`src/tgr_pkg.sv`:
```
// package: address map, register offsets and carrier types for the global register bank
package tgr_pkg;
	// region bounds on the 13-bit device address
	localparam logic [12:0] TGR_RXF_LO   = 13'h0000;
	localparam logic [12:0] TGR_RXF_HI   = 13'h00ef;
	localparam logic [12:0] TGR_GLB_LO   = 13'h00f0;
	localparam logic [12:0] TGR_GLB_HI   = 13'h00ff;
	localparam logic [12:0] TGR_TXF_LO   = 13'h0100;
	localparam logic [12:0] TGR_TXF_HI   = 13'h01ef;
	localparam logic [12:0] TGR_LIF_LO   = 13'h1000;
	localparam logic [12:0] TGR_LIF_HI   = 13'h1017;
	localparam logic [12:0] TGR_TST_LO   = 13'h1018;
	localparam logic [12:0] TGR_TST_HI   = 13'h101f;
	localparam logic [12:0] TGR_BER_LO   = 13'h1100;
	localparam logic [12:0] TGR_BER_HI   = 13'h110f;
	// global register indices; byte address is four times the index
	localparam logic [7:0]  OFS_XCVR_CTL1   = 8'h00f0;
	localparam logic [7:0]  OFS_FRM_CTL     = 8'h00f1;
	localparam logic [7:0]  OFS_XCVR_CTL2   = 8'h00f2;
	localparam logic [7:0]  OFS_XCVR_CLK    = 8'h00f3;
	localparam logic [7:0]  OFS_RSVD_F4     = 8'h00f4;
	localparam logic [7:0]  OFS_LIF_SRST    = 8'h00f5;
	localparam logic [7:0]  OFS_FRM_SRST    = 8'h00f6;
	localparam logic [7:0]  OFS_RSVD_F7     = 8'h00f7;
	localparam logic [7:0]  OFS_DEV_ID      = 8'h00f8;
	localparam logic [7:0]  OFS_FRM_ISR     = 8'h00f9;
	localparam logic [7:0]  OFS_TST_ISR     = 8'h00fa;
	localparam logic [7:0]  OFS_LIF_ISR     = 8'h00fb;
	localparam logic [7:0]  OFS_FRM_IMR     = 8'h00fc;
	localparam logic [7:0]  OFS_TST_IMR     = 8'h00fd;
	localparam logic [7:0]  OFS_LIF_IMR     = 8'h00fe;
	// latched-status and latch-mask registers for the three sources, placed in a private window
	localparam logic [12:0] OFS_FRM_LSR     = 13'h1020;
	localparam logic [12:0] OFS_TST_LSR     = 13'h1021;
	localparam logic [12:0] OFS_LIF_LSR     = 13'h1022;
	localparam logic [12:0] OFS_FRM_LMR     = 13'h1024;
	localparam logic [12:0] OFS_TST_LMR     = 13'h1025;
	localparam logic [12:0] OFS_LIF_LMR     = 13'h1026;
	// reset values
	localparam logic [7:0]  RST_CTL         = 8'h0000;
	localparam logic [7:0]  RST_MASK        = 8'h0000;
	localparam logic [7:0]  RST_LMASK       = 8'h0000;
	// region one-hot codes returned on the region output
	typedef enum logic [5:0] {
		TGR_REG_RXF = 6'b000001,
		TGR_REG_GLB = 6'b000010,
		TGR_REG_TXF = 6'b000100,
		TGR_REG_LIF = 6'b001000,
		TGR_REG_TST = 6'b010000,
		TGR_REG_BER = 6'b100000
	} tgr_region_e;
	// bus access state
	typedef enum logic [1:0] {
		TGR_ST_IDLE = 2'b01,
		TGR_ST_DONE = 2'b10
	} tgr_state_e;
	// control outputs toward the transceiver, framer and line interface
	typedef struct packed {
		logic [7:0] xcvr_ctl1;
		logic [7:0] frm_ctl;
		logic [7:0] xcvr_ctl2;
		logic [7:0] xcvr_clk;
		logic [7:0] lif_srst;
		logic [7:0] frm_srst;
	} tgr_ctl_s;
	// access forwarded to a non-global region
	typedef struct packed {
		logic        sel;
		logic        wr;
		logic [12:0] addr;
		logic [7:0]  wdata;
		logic [5:0]  region;
	} tgr_fwd_s;
endpackage : tgr_pkg
```
`src/tgr_bank.sv`:
```
// module: APB slave holding the global register bank, address decode and interrupt summary
//
// Decided for this implementation: the APB slave port.
module tgr_bank
	import tgr_pkg::*;
#(
	parameter logic [7:0] DEV_ID = 8'h00a5	// arbitrary identification value
)(
	input  wire logic        pclk,
	input  wire logic        presetn,
	input  wire logic        psel,
	input  wire logic        penable,
	input  wire logic        pwrite,
	input  wire logic [15:0] paddr,
	input  wire logic [31:0] pwdata,
	input  wire logic [3:0]  pstrb,
	output logic      [31:0] prdata,
	output logic             pready,
	output logic             pslverr,
	input  wire logic [7:0]  frm_event,
	input  wire logic [7:0]  tst_event,
	input  wire logic [7:0]  lif_event,
	input  wire logic [7:0]  fwd_rdata,
	output tgr_ctl_s         ctl,
	output tgr_fwd_s         fwd,
	output logic             irq
);
	logic [7:0]  xcvr_ctl1_q;
	logic [7:0]  frm_ctl_q;
	logic [7:0]  xcvr_ctl2_q;
	logic [7:0]  xcvr_clk_q;
	logic [7:0]  lif_srst_q;
	logic [7:0]  frm_srst_q;
	logic [7:0]  frm_imr_q;
	logic [7:0]  tst_imr_q;
	logic [7:0]  lif_imr_q;
	logic [7:0]  frm_lsr_q;
	logic [7:0]  tst_lsr_q;
	logic [7:0]  lif_lsr_q;
	logic [7:0]  frm_lmr_q;
	logic [7:0]  tst_lmr_q;
	logic [7:0]  lif_lmr_q;
	logic [7:0]  frm_isr;
	logic [7:0]  tst_isr;
	logic [7:0]  lif_isr;
	logic [12:0] dev_addr;
	logic        word_ok;
	logic        hole;
	logic [5:0]  region;
	logic        glb_hit;
	logic        lsr_hit;
	logic        access;
	logic        wr_en;
	logic        byte0;
	logic [7:0]  wbyte;
	logic [7:0]  rbyte;
	logic        rsel_ok;
	logic        unmapped;
	logic [31:0] prdata_q;
	logic        pslverr_q;
	tgr_state_e  state_q;

	// bits nine-eleven zero
	// word index from byte address; bits 9..11 have no pin so any one there is unmapped
	assign dev_addr = {paddr[14], 3'b000, paddr[10:2]};
	assign word_ok  = (paddr[1:0] == 2'b00) && (paddr[15] == 1'b0);
	assign hole     = (paddr[13:11] != 3'b000);

	always_comb
	begin
		region = 6'b000000;
		if (word_ok && !hole)
		begin
			if (dev_addr <= TGR_RXF_HI)
				region = TGR_REG_RXF;
			else if (dev_addr >= TGR_GLB_LO && dev_addr <= TGR_GLB_HI)
				region = TGR_REG_GLB;
			else if (dev_addr >= TGR_TXF_LO && dev_addr <= TGR_TXF_HI)
				region = TGR_REG_TXF;
			else if (dev_addr >= TGR_LIF_LO && dev_addr <= TGR_LIF_HI)
				region = TGR_REG_LIF;
			else if (dev_addr >= TGR_TST_LO && dev_addr <= TGR_TST_HI)
				region = TGR_REG_TST;
			else if (dev_addr >= TGR_BER_LO && dev_addr <= TGR_BER_HI)
				region = TGR_REG_BER;
			else
				region = 6'b000000;
		end
	end

	assign glb_hit = (region == TGR_REG_GLB);
	assign lsr_hit = word_ok && !hole && (dev_addr >= OFS_FRM_LSR) && (dev_addr <= OFS_LIF_LMR);
	assign access  = psel && penable && (state_q == TGR_ST_IDLE);
	assign byte0   = pstrb[0];
	assign wr_en   = access && pwrite && byte0 && !unmapped;
	assign wbyte   = pwdata[7:0];

	// unmapped words answer with an error; reads and writes of holes have no effect
	// a plain net, so the write enable follows every change of the decode
	assign unmapped = (region == 6'b000000) && !lsr_hit;

	// status is the bitwise AND of latched bits with the inverted latch mask
	// latch mask hides bits from information
	always_comb
	begin
		frm_isr = 8'h0000;
		tst_isr = 8'h0000;
		lif_isr = 8'h0000;
		for (int i = 0; i < 8; i++)
		begin
			frm_isr[i] = frm_lsr_q[i] & ~frm_lmr_q[i];
			tst_isr[i] = tst_lsr_q[i] & ~tst_lmr_q[i];
			lif_isr[i] = lif_lsr_q[i] & ~lif_lmr_q[i];
		end
	end

	// global mask gates the status onto irq
	assign irq = |(frm_isr & ~frm_imr_q) | |(tst_isr & ~tst_imr_q) | |(lif_isr & ~lif_imr_q);

	always_ff @(posedge pclk or negedge presetn)
	begin
		if (!presetn)
		begin
			xcvr_ctl1_q <= RST_CTL;
			frm_ctl_q   <= RST_CTL;
			xcvr_ctl2_q <= RST_CTL;
			xcvr_clk_q  <= RST_CTL;
			lif_srst_q  <= RST_CTL;
			frm_srst_q  <= RST_CTL;
		end
		else if (wr_en && glb_hit)
		begin
			case (dev_addr[7:0])
				OFS_XCVR_CTL1: xcvr_ctl1_q <= wbyte;
				OFS_FRM_CTL:   frm_ctl_q   <= wbyte;
				OFS_XCVR_CTL2: xcvr_ctl2_q <= wbyte;
				OFS_XCVR_CLK:  xcvr_clk_q  <= wbyte;
				OFS_LIF_SRST:  lif_srst_q  <= wbyte;
				OFS_FRM_SRST:  frm_srst_q  <= wbyte;
				default:       ;
			endcase
		end
	end

	always_ff @(posedge pclk or negedge presetn)
	begin
		if (!presetn)
		begin
			frm_imr_q <= RST_MASK;
			tst_imr_q <= RST_MASK;
			lif_imr_q <= RST_MASK;
		end
		else if (wr_en && glb_hit)
		begin
			case (dev_addr[7:0])
				OFS_FRM_IMR: frm_imr_q <= wbyte;
				OFS_TST_IMR: tst_imr_q <= wbyte;
				OFS_LIF_IMR: lif_imr_q <= wbyte;
				default:     ;
			endcase
		end
	end

	// latch masks for the per-source latched status
	always_ff @(posedge pclk or negedge presetn)
	begin
		if (!presetn)
		begin
			frm_lmr_q <= RST_LMASK;
			tst_lmr_q <= RST_LMASK;
			lif_lmr_q <= RST_LMASK;
		end
		else if (wr_en && lsr_hit)
		begin
			if (dev_addr == OFS_FRM_LMR)
				frm_lmr_q <= wbyte;
			if (dev_addr == OFS_TST_LMR)
				tst_lmr_q <= wbyte;
			if (dev_addr == OFS_LIF_LMR)
				lif_lmr_q <= wbyte;
		end
	end

	// write-one-to-clear, a new event in the same cycle wins
	always_ff @(posedge pclk or negedge presetn)
	begin
		if (!presetn)
		begin
			frm_lsr_q <= 8'h0000;
			tst_lsr_q <= 8'h0000;
			lif_lsr_q <= 8'h0000;
		end
		else
		begin
			frm_lsr_q <= (frm_lsr_q & ~((wr_en && dev_addr == OFS_FRM_LSR) ? wbyte : 8'h0000))
				| frm_event;
			tst_lsr_q <= (tst_lsr_q & ~((wr_en && dev_addr == OFS_TST_LSR) ? wbyte : 8'h0000))
				| tst_event;
			lif_lsr_q <= (lif_lsr_q & ~((wr_en && dev_addr == OFS_LIF_LSR) ? wbyte : 8'h0000))
				| lif_event;
		end
	end

	// read mux; reserved f4/f7 read zero, writes there are dropped
	// read-only id and status
	always_comb
	begin
		rbyte   = 8'h0000;
		rsel_ok = 1'b1;
		if (glb_hit)
		begin
			case (dev_addr[7:0])
				OFS_XCVR_CTL1: rbyte = xcvr_ctl1_q;
				OFS_FRM_CTL:   rbyte = frm_ctl_q;
				OFS_XCVR_CTL2: rbyte = xcvr_ctl2_q;
				OFS_XCVR_CLK:  rbyte = xcvr_clk_q;
				OFS_LIF_SRST:  rbyte = lif_srst_q;
				OFS_FRM_SRST:  rbyte = frm_srst_q;
				OFS_DEV_ID:    rbyte = DEV_ID;
				OFS_FRM_ISR:   rbyte = frm_isr;
				OFS_TST_ISR:   rbyte = tst_isr;
				OFS_LIF_ISR:   rbyte = lif_isr;
				OFS_FRM_IMR:   rbyte = frm_imr_q;
				OFS_TST_IMR:   rbyte = tst_imr_q;
				OFS_LIF_IMR:   rbyte = lif_imr_q;
				default:       rbyte = 8'h0000;
			endcase
		end
		else if (lsr_hit)
		begin
			case (dev_addr)
				OFS_FRM_LSR: rbyte = frm_lsr_q;
				OFS_TST_LSR: rbyte = tst_lsr_q;
				OFS_LIF_LSR: rbyte = lif_lsr_q;
				OFS_FRM_LMR: rbyte = frm_lmr_q;
				OFS_TST_LMR: rbyte = tst_lmr_q;
				OFS_LIF_LMR: rbyte = lif_lmr_q;
				default:     rbyte = 8'h0000;
			endcase
		end
		else if (region != 6'b000000)
			rbyte = fwd_rdata;
		else
			rsel_ok = 1'b0;
	end

	// forwarding of framer, line, test and tester accesses during the access phase
	// region tag on forwarded access
	assign fwd.sel    = access && (region != 6'b000000) && !glb_hit;
	assign fwd.wr     = pwrite && byte0;
	assign fwd.addr   = dev_addr;
	assign fwd.wdata  = wbyte;
	assign fwd.region = region;

	assign ctl.xcvr_ctl1 = xcvr_ctl1_q;
	assign ctl.frm_ctl   = frm_ctl_q;
	assign ctl.xcvr_ctl2 = xcvr_ctl2_q;
	assign ctl.xcvr_clk  = xcvr_clk_q;
	assign ctl.lif_srst  = lif_srst_q;
	assign ctl.frm_srst  = frm_srst_q;

	// one wait state: the answer is registered so read data comes from flip-flops
	always_ff @(posedge pclk or negedge presetn)
	begin
		if (!presetn)
		begin
			state_q   <= TGR_ST_IDLE;
			prdata_q  <= 32'h0000_0000;
			pslverr_q <= 1'b0;
		end
		else
		begin
			case (state_q)
				TGR_ST_IDLE:
				begin
					if (access)
					begin
						state_q   <= TGR_ST_DONE;
						prdata_q  <= pwrite ? 32'h0000_0000 : {24'h00_0000, rbyte};
						pslverr_q <= !rsel_ok;
					end
				end
				TGR_ST_DONE:
				begin
					state_q   <= TGR_ST_IDLE;
					pslverr_q <= 1'b0;
				end
				default: state_q <= TGR_ST_IDLE;
			endcase
		end
	end

	assign pready  = (state_q == TGR_ST_DONE);
	assign pslverr = pready && pslverr_q;
	assign prdata  = prdata_q;
endmodule // tgr_bank

```
`config.mk`:
```
export PLATFORM = sky130hd
export DESIGN_NAME = tgr_bank
export DESIGN_NICKNAME = d
export VERILOG_FILES = /design/src/tgr_pkg.sv /design/src/tgr_bank.sv
export SDC_FILE = /design/constraint.sdc
export NUM_CORES = 1
export LEC_CHECK = 0
export BUFFER_PORTS_ARGS = -buffer_cell sky130_fd_sc_hd__buf_2
export CAP_MARGIN = 20
export CORE_MARGIN = 3
export CORE_UTILIZATION = 45
export CTS_BUF_LIST = sky130_fd_sc_hd__clkbuf_8 sky130_fd_sc_hd__clkbuf_16
export DETAILED_ROUTE_END_ITERATION = 7
export PLACE_DENSITY = 0.76
export SETUP_SLACK_MARGIN = 0.05
export SYNTH_ARGS = -nofsm -noshare
export SYNTH_HDL_FRONTEND = slang
export SYNTH_SLANG_ARGS = --single-unit
```
`constraint.sdc`:
```
create_clock -name pclk -period 5.8 [get_ports pclk]
set_input_delay 0.87 -clock pclk [delete_from_list [all_inputs] [get_ports pclk]]
set_output_delay 0.87 -clock pclk [all_outputs]
set_load 0.03 [all_outputs]
```
# Word-level counts from Yosys, hierarchy flattened
# Cells that the tools add are included.
# totals
inputBits	89
output_inout_bits	112
word_cells	194
reg_bits	155
# op_classes
muxes	23
n_reduce_logical	51
n_lt_le_gt_ge	13
eq_ne	23
bitwise	66
# ops
cell	count
equality test 8 bit, second input constant	13
case mux 8 bit (13 select lines)	1
equality test 10 bit, second input constant	6
2-to-1 mux 8 bit	7
>= comparator 13 bit, second input constant	4
less-or-equal comparator 13 bit, second input constant	4
bitwise AND 8 bit	6
inverter 8 bit	6
case mux 8 bit (6 select lines)	1
2-to-1 mux 6 bit	7
AND reduction 2 bit	14
less-or-equal comparator 13 x 8 -> 1 bit, second input constant	2
inverter 1 bit	25
bitwise AND 1 bit	24
logical AND 1 bit	24
bitwise OR 8 bit	3
OR reduction 8 bit	3
>= comparator 13 x 8 -> 1 bit, second input constant	1
>= comparator 13 x 9 -> 1 bit, second input constant	1
less-or-equal comparator 13 x 9 -> 1 bit, second input constant	1
equality test 6 x 2 -> 1 bit, second input constant	1
logical NOT 6 bit	1
nonzero test 6 bit	1
logical NOT 1 bit	5
10 further kinds	15

# Logic depth before layout (Yosys ltp)
# Gate-level depths: netlist of the first run.
# depth
word_depth	18
depth_mapped	9
depth_no_buf	6

# Worst setup path after synthesis of the first run
# OpenSTA, ideal clock, no wires.
# synth_path
kind	input port to output port
startpoint	input paddr[1]
endpoint	output fwd[2] (netlist name)
n_path_buf	0
slack_ns	2.605
t_required_ns	4.930
arrival_time_ns	2.325
cell_stages	4
cell_sequence	nor4_4 > and2_0 > nand2_1 > nor3_1
# synth_lines
item	line_no	source
from (decl)	tgr_bank.sv:14	input wire logic [15:0] paddr,
to (decl)	tgr_bank.sv:25	output tgr_fwd_s fwd,

==> results of run 1 <==
==> per-stage QoR <==
stage | total power [W] | setup slack (ns) | area (µm²)
2_1_floorplan | 0.00106 | 2.60 | 7710
3_3_place_gp | 0.00112 | 2.06 | 8200
3_5_place_dp | 0.00112 | 2.07 | 8200
4_1_cts | 0.00237 | 2.08 | 8890
5_1_grt | 0.00243 | 1.92 | 8910
6_report | 0.00236 | 2.02 | 8910
==> how the worst max path moves through the flow <==
stage | startpoint | to | depth (start not counted)
after floorplan | paddr[1] | fwd[2] | 4
after global placement | paddr[4] | fwd[28] | 7
after detailed placement | paddr[4] | fwd[28] | 7
after CTS | paddr[4] | fwd[28] | 7
after global routing | paddr[2] | fwd[28] | 7
final | paddr[4] | fwd[28] | 7
==> cells by family after synthesis <==
family | share of synthesized area
muxes | 0.179
AOI/OAI and AO/OA | 0.131
and+or+nand+nor | 0.172
buffers and inverters | 0.0864
DFF | 0.431
other | 0.000492
==> where the power goes <==
part           switching [W]  internal [W]  total, W
clock network       0.000415      0.000841   0.00126
logic               0.000143     0.0000434  0.000186
registers        0.000000907      0.000917  0.000918
total               0.000558       0.00180   0.00236
==> cell type report <==
class                      count  area (µm²)  share of cell area
sequential                   131        3280               0.368
timing repair buffer         153         798              0.0896
inverter                      25        93.8              0.0105
clock buffer                  20         467              0.0524
tap                          216         270              0.0303
multi-input combinational    489        3780               0.424
clock inverter                12         224              0.0251
==> layout by cell type (no fill, tap or decap), types with 6 or more instances in the layout <==
cell type,netlist,routed
buf_2,6,145
dfrtp_1,130,130
mux2_2,98,98
nand2_1,35,35
conb_1,1,27
inv_1,24,25
nor2_1,22,22
nand4_1,22,22
a21oi_1,17,17
clkbuf_16,0,17
a21o_1,16,16
nand3_1,15,15
o21ai_0,15,15
mux2i_1,15,15
nand2b_1,14,14
and3_1,13,13
a31oi_1,12,12
o32ai_1,11,11
nor3_1,10,10
a22oi_1,10,10
a32oi_1,10,10
nor4_1,9,9
nor3b_1,9,9
nand3b_1,8,8
o31ai_1,8,8
buf_4,49,7
nor2b_1,6,6
bufinv_16,0,6
==> per-layer routing <==
layer | GRT usage | up-vias
li1 | - | 2805
met1 | 0.367 | 3119
met2 | 0.397 | 458
met3 | 0.0896 | 66
met4 | 0.0935 | 2
met5 | 0 | -
==> metrics.cfg, run 1 <==
[synthesis]
netlist_instances=707
synth_edf_count=0
ys_ff_latch=131
syn_avg_cell_area_um2=10.8
ys.flop_type=dfrtp_1
synth_common_cells=dfrtp_1 (130), mux2_2 (98), buf_4 (49)
syn_area_um2=7620
synth_largest_area_cell=dfrtp_1
synth_top_area_share=0.427
synth_area_leaders=dfrtp_1 (43%), mux2_2 (14%), buf_4 (4.8%), mux2i_1 (2.0%), nand4_1 (1.8%)
ys_types=72
synthArstFlopShare=1.00
synth_most_common_cell=dfrtp_1
synth_warnings=0
ys_seq_area_frac=0.431

[floorplanning]
std_cell_rows=46
fp.dieW_um=136
die-area_um2=18500
start_util=0.469
coreArea_um2=16200
die_h_um=136
pin_count=201

[route]
vias=6450
drt_drc_violations_left=0
drt-initial-drc-count=747
drtAntennaViolNets=0
routed_wirelength_um=24300
dr_wl_met3_um=3180
first_pass_iters=6
wl_per_cell_um=23.2
viasPerCell=6.17
wl_met1_um=9860
top_layer=met5
wl_met2_um=10600

[worst_setup_path]
crit_chain=buf_2, or2b_2, nor4_4, o211ai_2, nand2_4, and3_2, buf_2
worst-path-max-fanout=36
r2r_setup_slack_ns=2.51
cpMaxStageDelayCell=buf_2
cp_slowest_stage_delay_ns=0.59
cp_top_family=simple AND/OR/NAND/NOR gates
cp_common_cell=buf_2
r2r_start=state_q[0]$_DFFE_PN1P_
startpoint_type=input port
worst_ep_required_time_ns=4.93
r2r_end=lif_imr_q[7]$_DFFE_PN0P_
end_kind=primary output
critPathArrivalTime_ns=2.91
path_buf_inv=2
crit_type=input port to primary output
r2r_cells=6

[placement]
place_congestion=0.945
dp_cells=1013
portBuffers=146
dpl.hpwl_um=17300

[clocking]
htreeDepth=4
cts_root_buffer=clkbuf_16
hold_buffers=0
cts_tree=done
cts_setup_buffers=0
clk_latency_ns=0.43
cts.sinks=131
cts_buffers=17
clk_path_buf_depth=2
clkTransAtPathRegs_ns=0.05
cts.repair.resized=0

[timing]
whs_ns=0.427
worstMarginPinSlew_ns=1.06
setup_violations=0
slew_headroom=0.278
fin_skew_ns=0.00923
rsz0062_at_grt=false
slew_viol_final=0
max_freq_mhz=265
fin_crit_sh=0.652
min_period_ns=3.78
hold_violations=0
finalSetupTns_ns=0

[grt]
grt_max_degree=82
antenna_found_initial=1
grt_pass1_wl_um=37300
grt_use_total=0.267
grt.overflow.total=0
grt_pass1_vias=6322

[finish]
syn_to_final_growth_pct=17.0
fin_nets=906
fin_util=0.549
drive_above_1_share=0.387
antenna_cells=0
stdcell_count=1046
n_fill_cell=1434

[power]
powerDensity_nw_per_um2=265
leakage_nw=4.25
peakVddDrop_mv=0.222

[outcome]
outcome=complete, no violations

[worst_hold_path]
hold_class=input port to asynchronous set/reset pin

[run]
drv_cap=0

No activity file was read; power rests on OpenSTA's default activity.
==> inputs of run 2 (changes only) <==
==> constraint.sdc (replaced) <==
create_clock -name pclk -period 3.75 [get_ports pclk]
set_input_delay 0.5625 -clock pclk [delete_from_list [all_inputs] [get_ports pclk]]
set_output_delay 0.5625 -clock pclk [all_outputs]
set_load 0.03 [all_outputs]
==> run 2 against run 1 <==
Effect of this change: sequential power rose by 55%; worst hold slack got worse by 0.23 ns; sequential share of layout area about the same; first-iteration DRC count down 2.7%; flip-flop and latch count did not move; register-to-register slack lost 1.1 ns; clock power grew 33%; cell count grew 1.1%; clock skew decreased by 0.0036 ns; largest power group unchanged; highest routed layer is now met4.
==> metrics.cfg, run 2 (synthesis results as in run 1) <==
[worst_setup_path]
startpoint_type=input port
r2r_start=state_q[0]$_DFFE_PN1P_
worst-path-max-fanout=8  ; -78%
r2r_end=lif_imr_q[6]$_DFFE_PN0P_
cp_slowest_stage_delay_ns=0.61  ; +0.02 ns
path_depth=7  ; unchanged
end_kind=primary output
crit_start=paddr[8]
worst_ep_required_time_ns=3.19  ; -1.74 ns
critPathArrivalTime_ns=2.36  ; -0.55 ns
cp_top_family=simple AND/OR/NAND/NOR gates
r2r_setup_slack_ns=1.37  ; -1.14 ns
path_buf_inv=2  ; unchanged
cp-endpoint=fwd[28]
crit_chain=buf_2, or4b_4, nor4_4, o211ai_2, nand2_4, and3_2, buf_2
cpMaxStageDelayCell=or4b_4
cp_common_cell=buf_2
r2r_cells=8  ; +2
crit_type=input port to primary output

[placement]
portBuffers=146  ; unchanged
dp_cells=1026  ; +1.3%
dpl.hpwl_um=17900  ; +3.4%
place_congestion=0.951  ; +0.57%

[grt]
grt_max_degree=78  ; -4.9%
grt_use_total=0.276  ; +0.00876
use_met2=0.412  ; +0.0143
grt_pass1_vias=6439  ; +1.9%
grt_pass1_wl_um=38200  ; +2.4%
busiest_layer=met2
antenna_found_initial=0  ; -1
grt.overflow.total=0  ; unchanged
use_met1=0.376  ; +0.00907
met3_usage=0.101  ; +0.0111

[clocking]
cts_setup_buffers=0  ; unchanged
hold_buffers=0  ; unchanged
htreeDepth=4  ; unchanged
cts.repair.resized=0  ; unchanged
clk_path_buf_depth=2  ; unchanged
cts.sinks=131  ; unchanged
clk_latency_ns=0.42  ; about the same
clkTransAtPathRegs_ns=0.05  ; about the same
cts_buffers=17  ; unchanged
cts_root_buffer=clkbuf_16
cts_tree=done

[finish]
antenna_cells=0  ; unchanged
syn_to_final_growth_pct=17.0  ; about the same
stdcell_count=1058  ; +1.1%
fin_nets=918  ; +1.3%
multi_input_area_um2=3780  ; about the same
ff_latch_area_um2=3280  ; unchanged
fin_util=0.549  ; about the same
layout_commonest_cell=buf_2
layout_common_cells=buf_2 (145), dfrtp_1 (130), mux2_2 (98), nand2_1 (35), conb_1 (27)
drive_above_1_share=0.395  ; +0.00874
n_fill_cell=1448  ; +0.98%

[floorplanning]
die-area_um2=18500  ; unchanged
coreArea_um2=16200  ; unchanged
pin_count=201  ; unchanged
start_util=0.469  ; unchanged
fp.dieW_um=136  ; unchanged
die_h_um=136  ; unchanged
std_cell_rows=46  ; unchanged

[timing]
setup_violations=0  ; unchanged
hold_violations=0  ; unchanged
min_period_ns=2.92
worstMarginPinSlew_ns=0.916  ; -0.140 ns
slew_viol_final=0  ; unchanged
finalSetupTns_ns=0  ; unchanged
max_freq_mhz=343
fin_skew_ns=0.00559  ; -0.00364 ns
slew_headroom=0.388  ; +0.110
whs_ns=0.198  ; -0.229 ns
fin_crit_sh=0.779
rsz0062_at_grt=false

[power]
powerDensity_nw_per_um2=382  ; +44%
peakVddDrop_mv=0.518  ; +130%
leakage_nw=4.28  ; +0.70%

[route]
drt_drc_violations_left=0  ; unchanged
first_pass_iters=6  ; unchanged
routed_wirelength_um=25200  ; +3.6%
wl_per_cell_um=23.8  ; +2.5%
drtAntennaViolNets=0  ; unchanged
viasPerCell=6.19  ; +0.32%
vias=6545  ; +1.5%
drt-initial-drc-count=727  ; -2.7%

[run]
drv_cap=0  ; unchanged

[outcome]
outcome=complete, no violations

[worst_hold_path]
hold_class=input port to asynchronous set/reset pin

-- run 2: per-stage QoR --
| stage | area [µm²] | power (W) | setup slack, ns |
|---|---|---|---|
| after global placement | 8310 | 0.00174 | 0.769 |
| after CTS | 8910 | 0.00341 | 0.840 |
| after detailed placement | 8310 | 0.00174 | 0.769 |
| final | 8910 | 0.00340 | 0.830 |
| after global routing | 8910 | 0.00351 | 0.758 |
| after floorplan | 7710 | 0.00164 | 1.17 |
-- run 2: metal layers --
| layer | vias to the layer above | part of all wire |
|---|---|---|
| met5 | - | 0 |
| met4 | 0 | 0.022 |
| met3 | 57 | 0.12 |
| met2 | 472 | 0.44 |
| met1 | 3184 | 0.41 |
| li1 | 2832 | - |
-- run 2: area by class of cell --
| type | count | area share |
|---|---|---|
| timing repair buffer | 165 | 0.0997 |
| clock buffer | 22 | 0.0555 |
| inverter | 25 | 0.0105 |
| clock inverter | 10 | 0.0119 |
| multi-input combinational | 489 | 0.424 |
| tap | 216 | 0.0303 |
| sequential | 131 | 0.368 |
-- run 2: worst min-delay path by stage --
stage	slack (ns)	end	from
after floorplan	0.27	frm_ctl_q[0]$_DFFE_PN0P_	presetn
after global placement	0.46	prdata[7]$_DFFE_PN0P_	prdata[7]$_DFFE_PN0P_
after detailed placement	0.46	prdata[3]$_DFFE_PN0P_	prdata[3]$_DFFE_PN0P_
after CTS	0.22	xcvr_ctl1_q[3]$_DFFE_PN0P_	presetn
after global routing	0.23	xcvr_ctl2_q[2]$_DFFE_PN0P_	presetn
final	0.20	xcvr_ctl2_q[2]$_DFFE_PN0P_	presetn
-- run 2: where the power goes --
group | switching, W | total [W] | internal (W) | leakage (nW)
Combinational | 0.000226 | 0.000298 | 0.0000722 | 2.28
Clock | 0.000625 | 0.00168 | 0.00106 | 0.301
Sequential | 0.00000148 | 0.00142 | 0.00142 | 1.70
Total | 0.000852 | 0.00340 | 0.00255 | 4.28
-- run 2: worst register-to-register path: cells and delay by family (launching register included) --
kind / cells / cell delay, ns
flip-flops: 1 / 0.53
multiplexers: 1 / 0.40
buffers and inverters: 3 / 0.45
AND/OR/NAND/NOR: 4 / 0.89
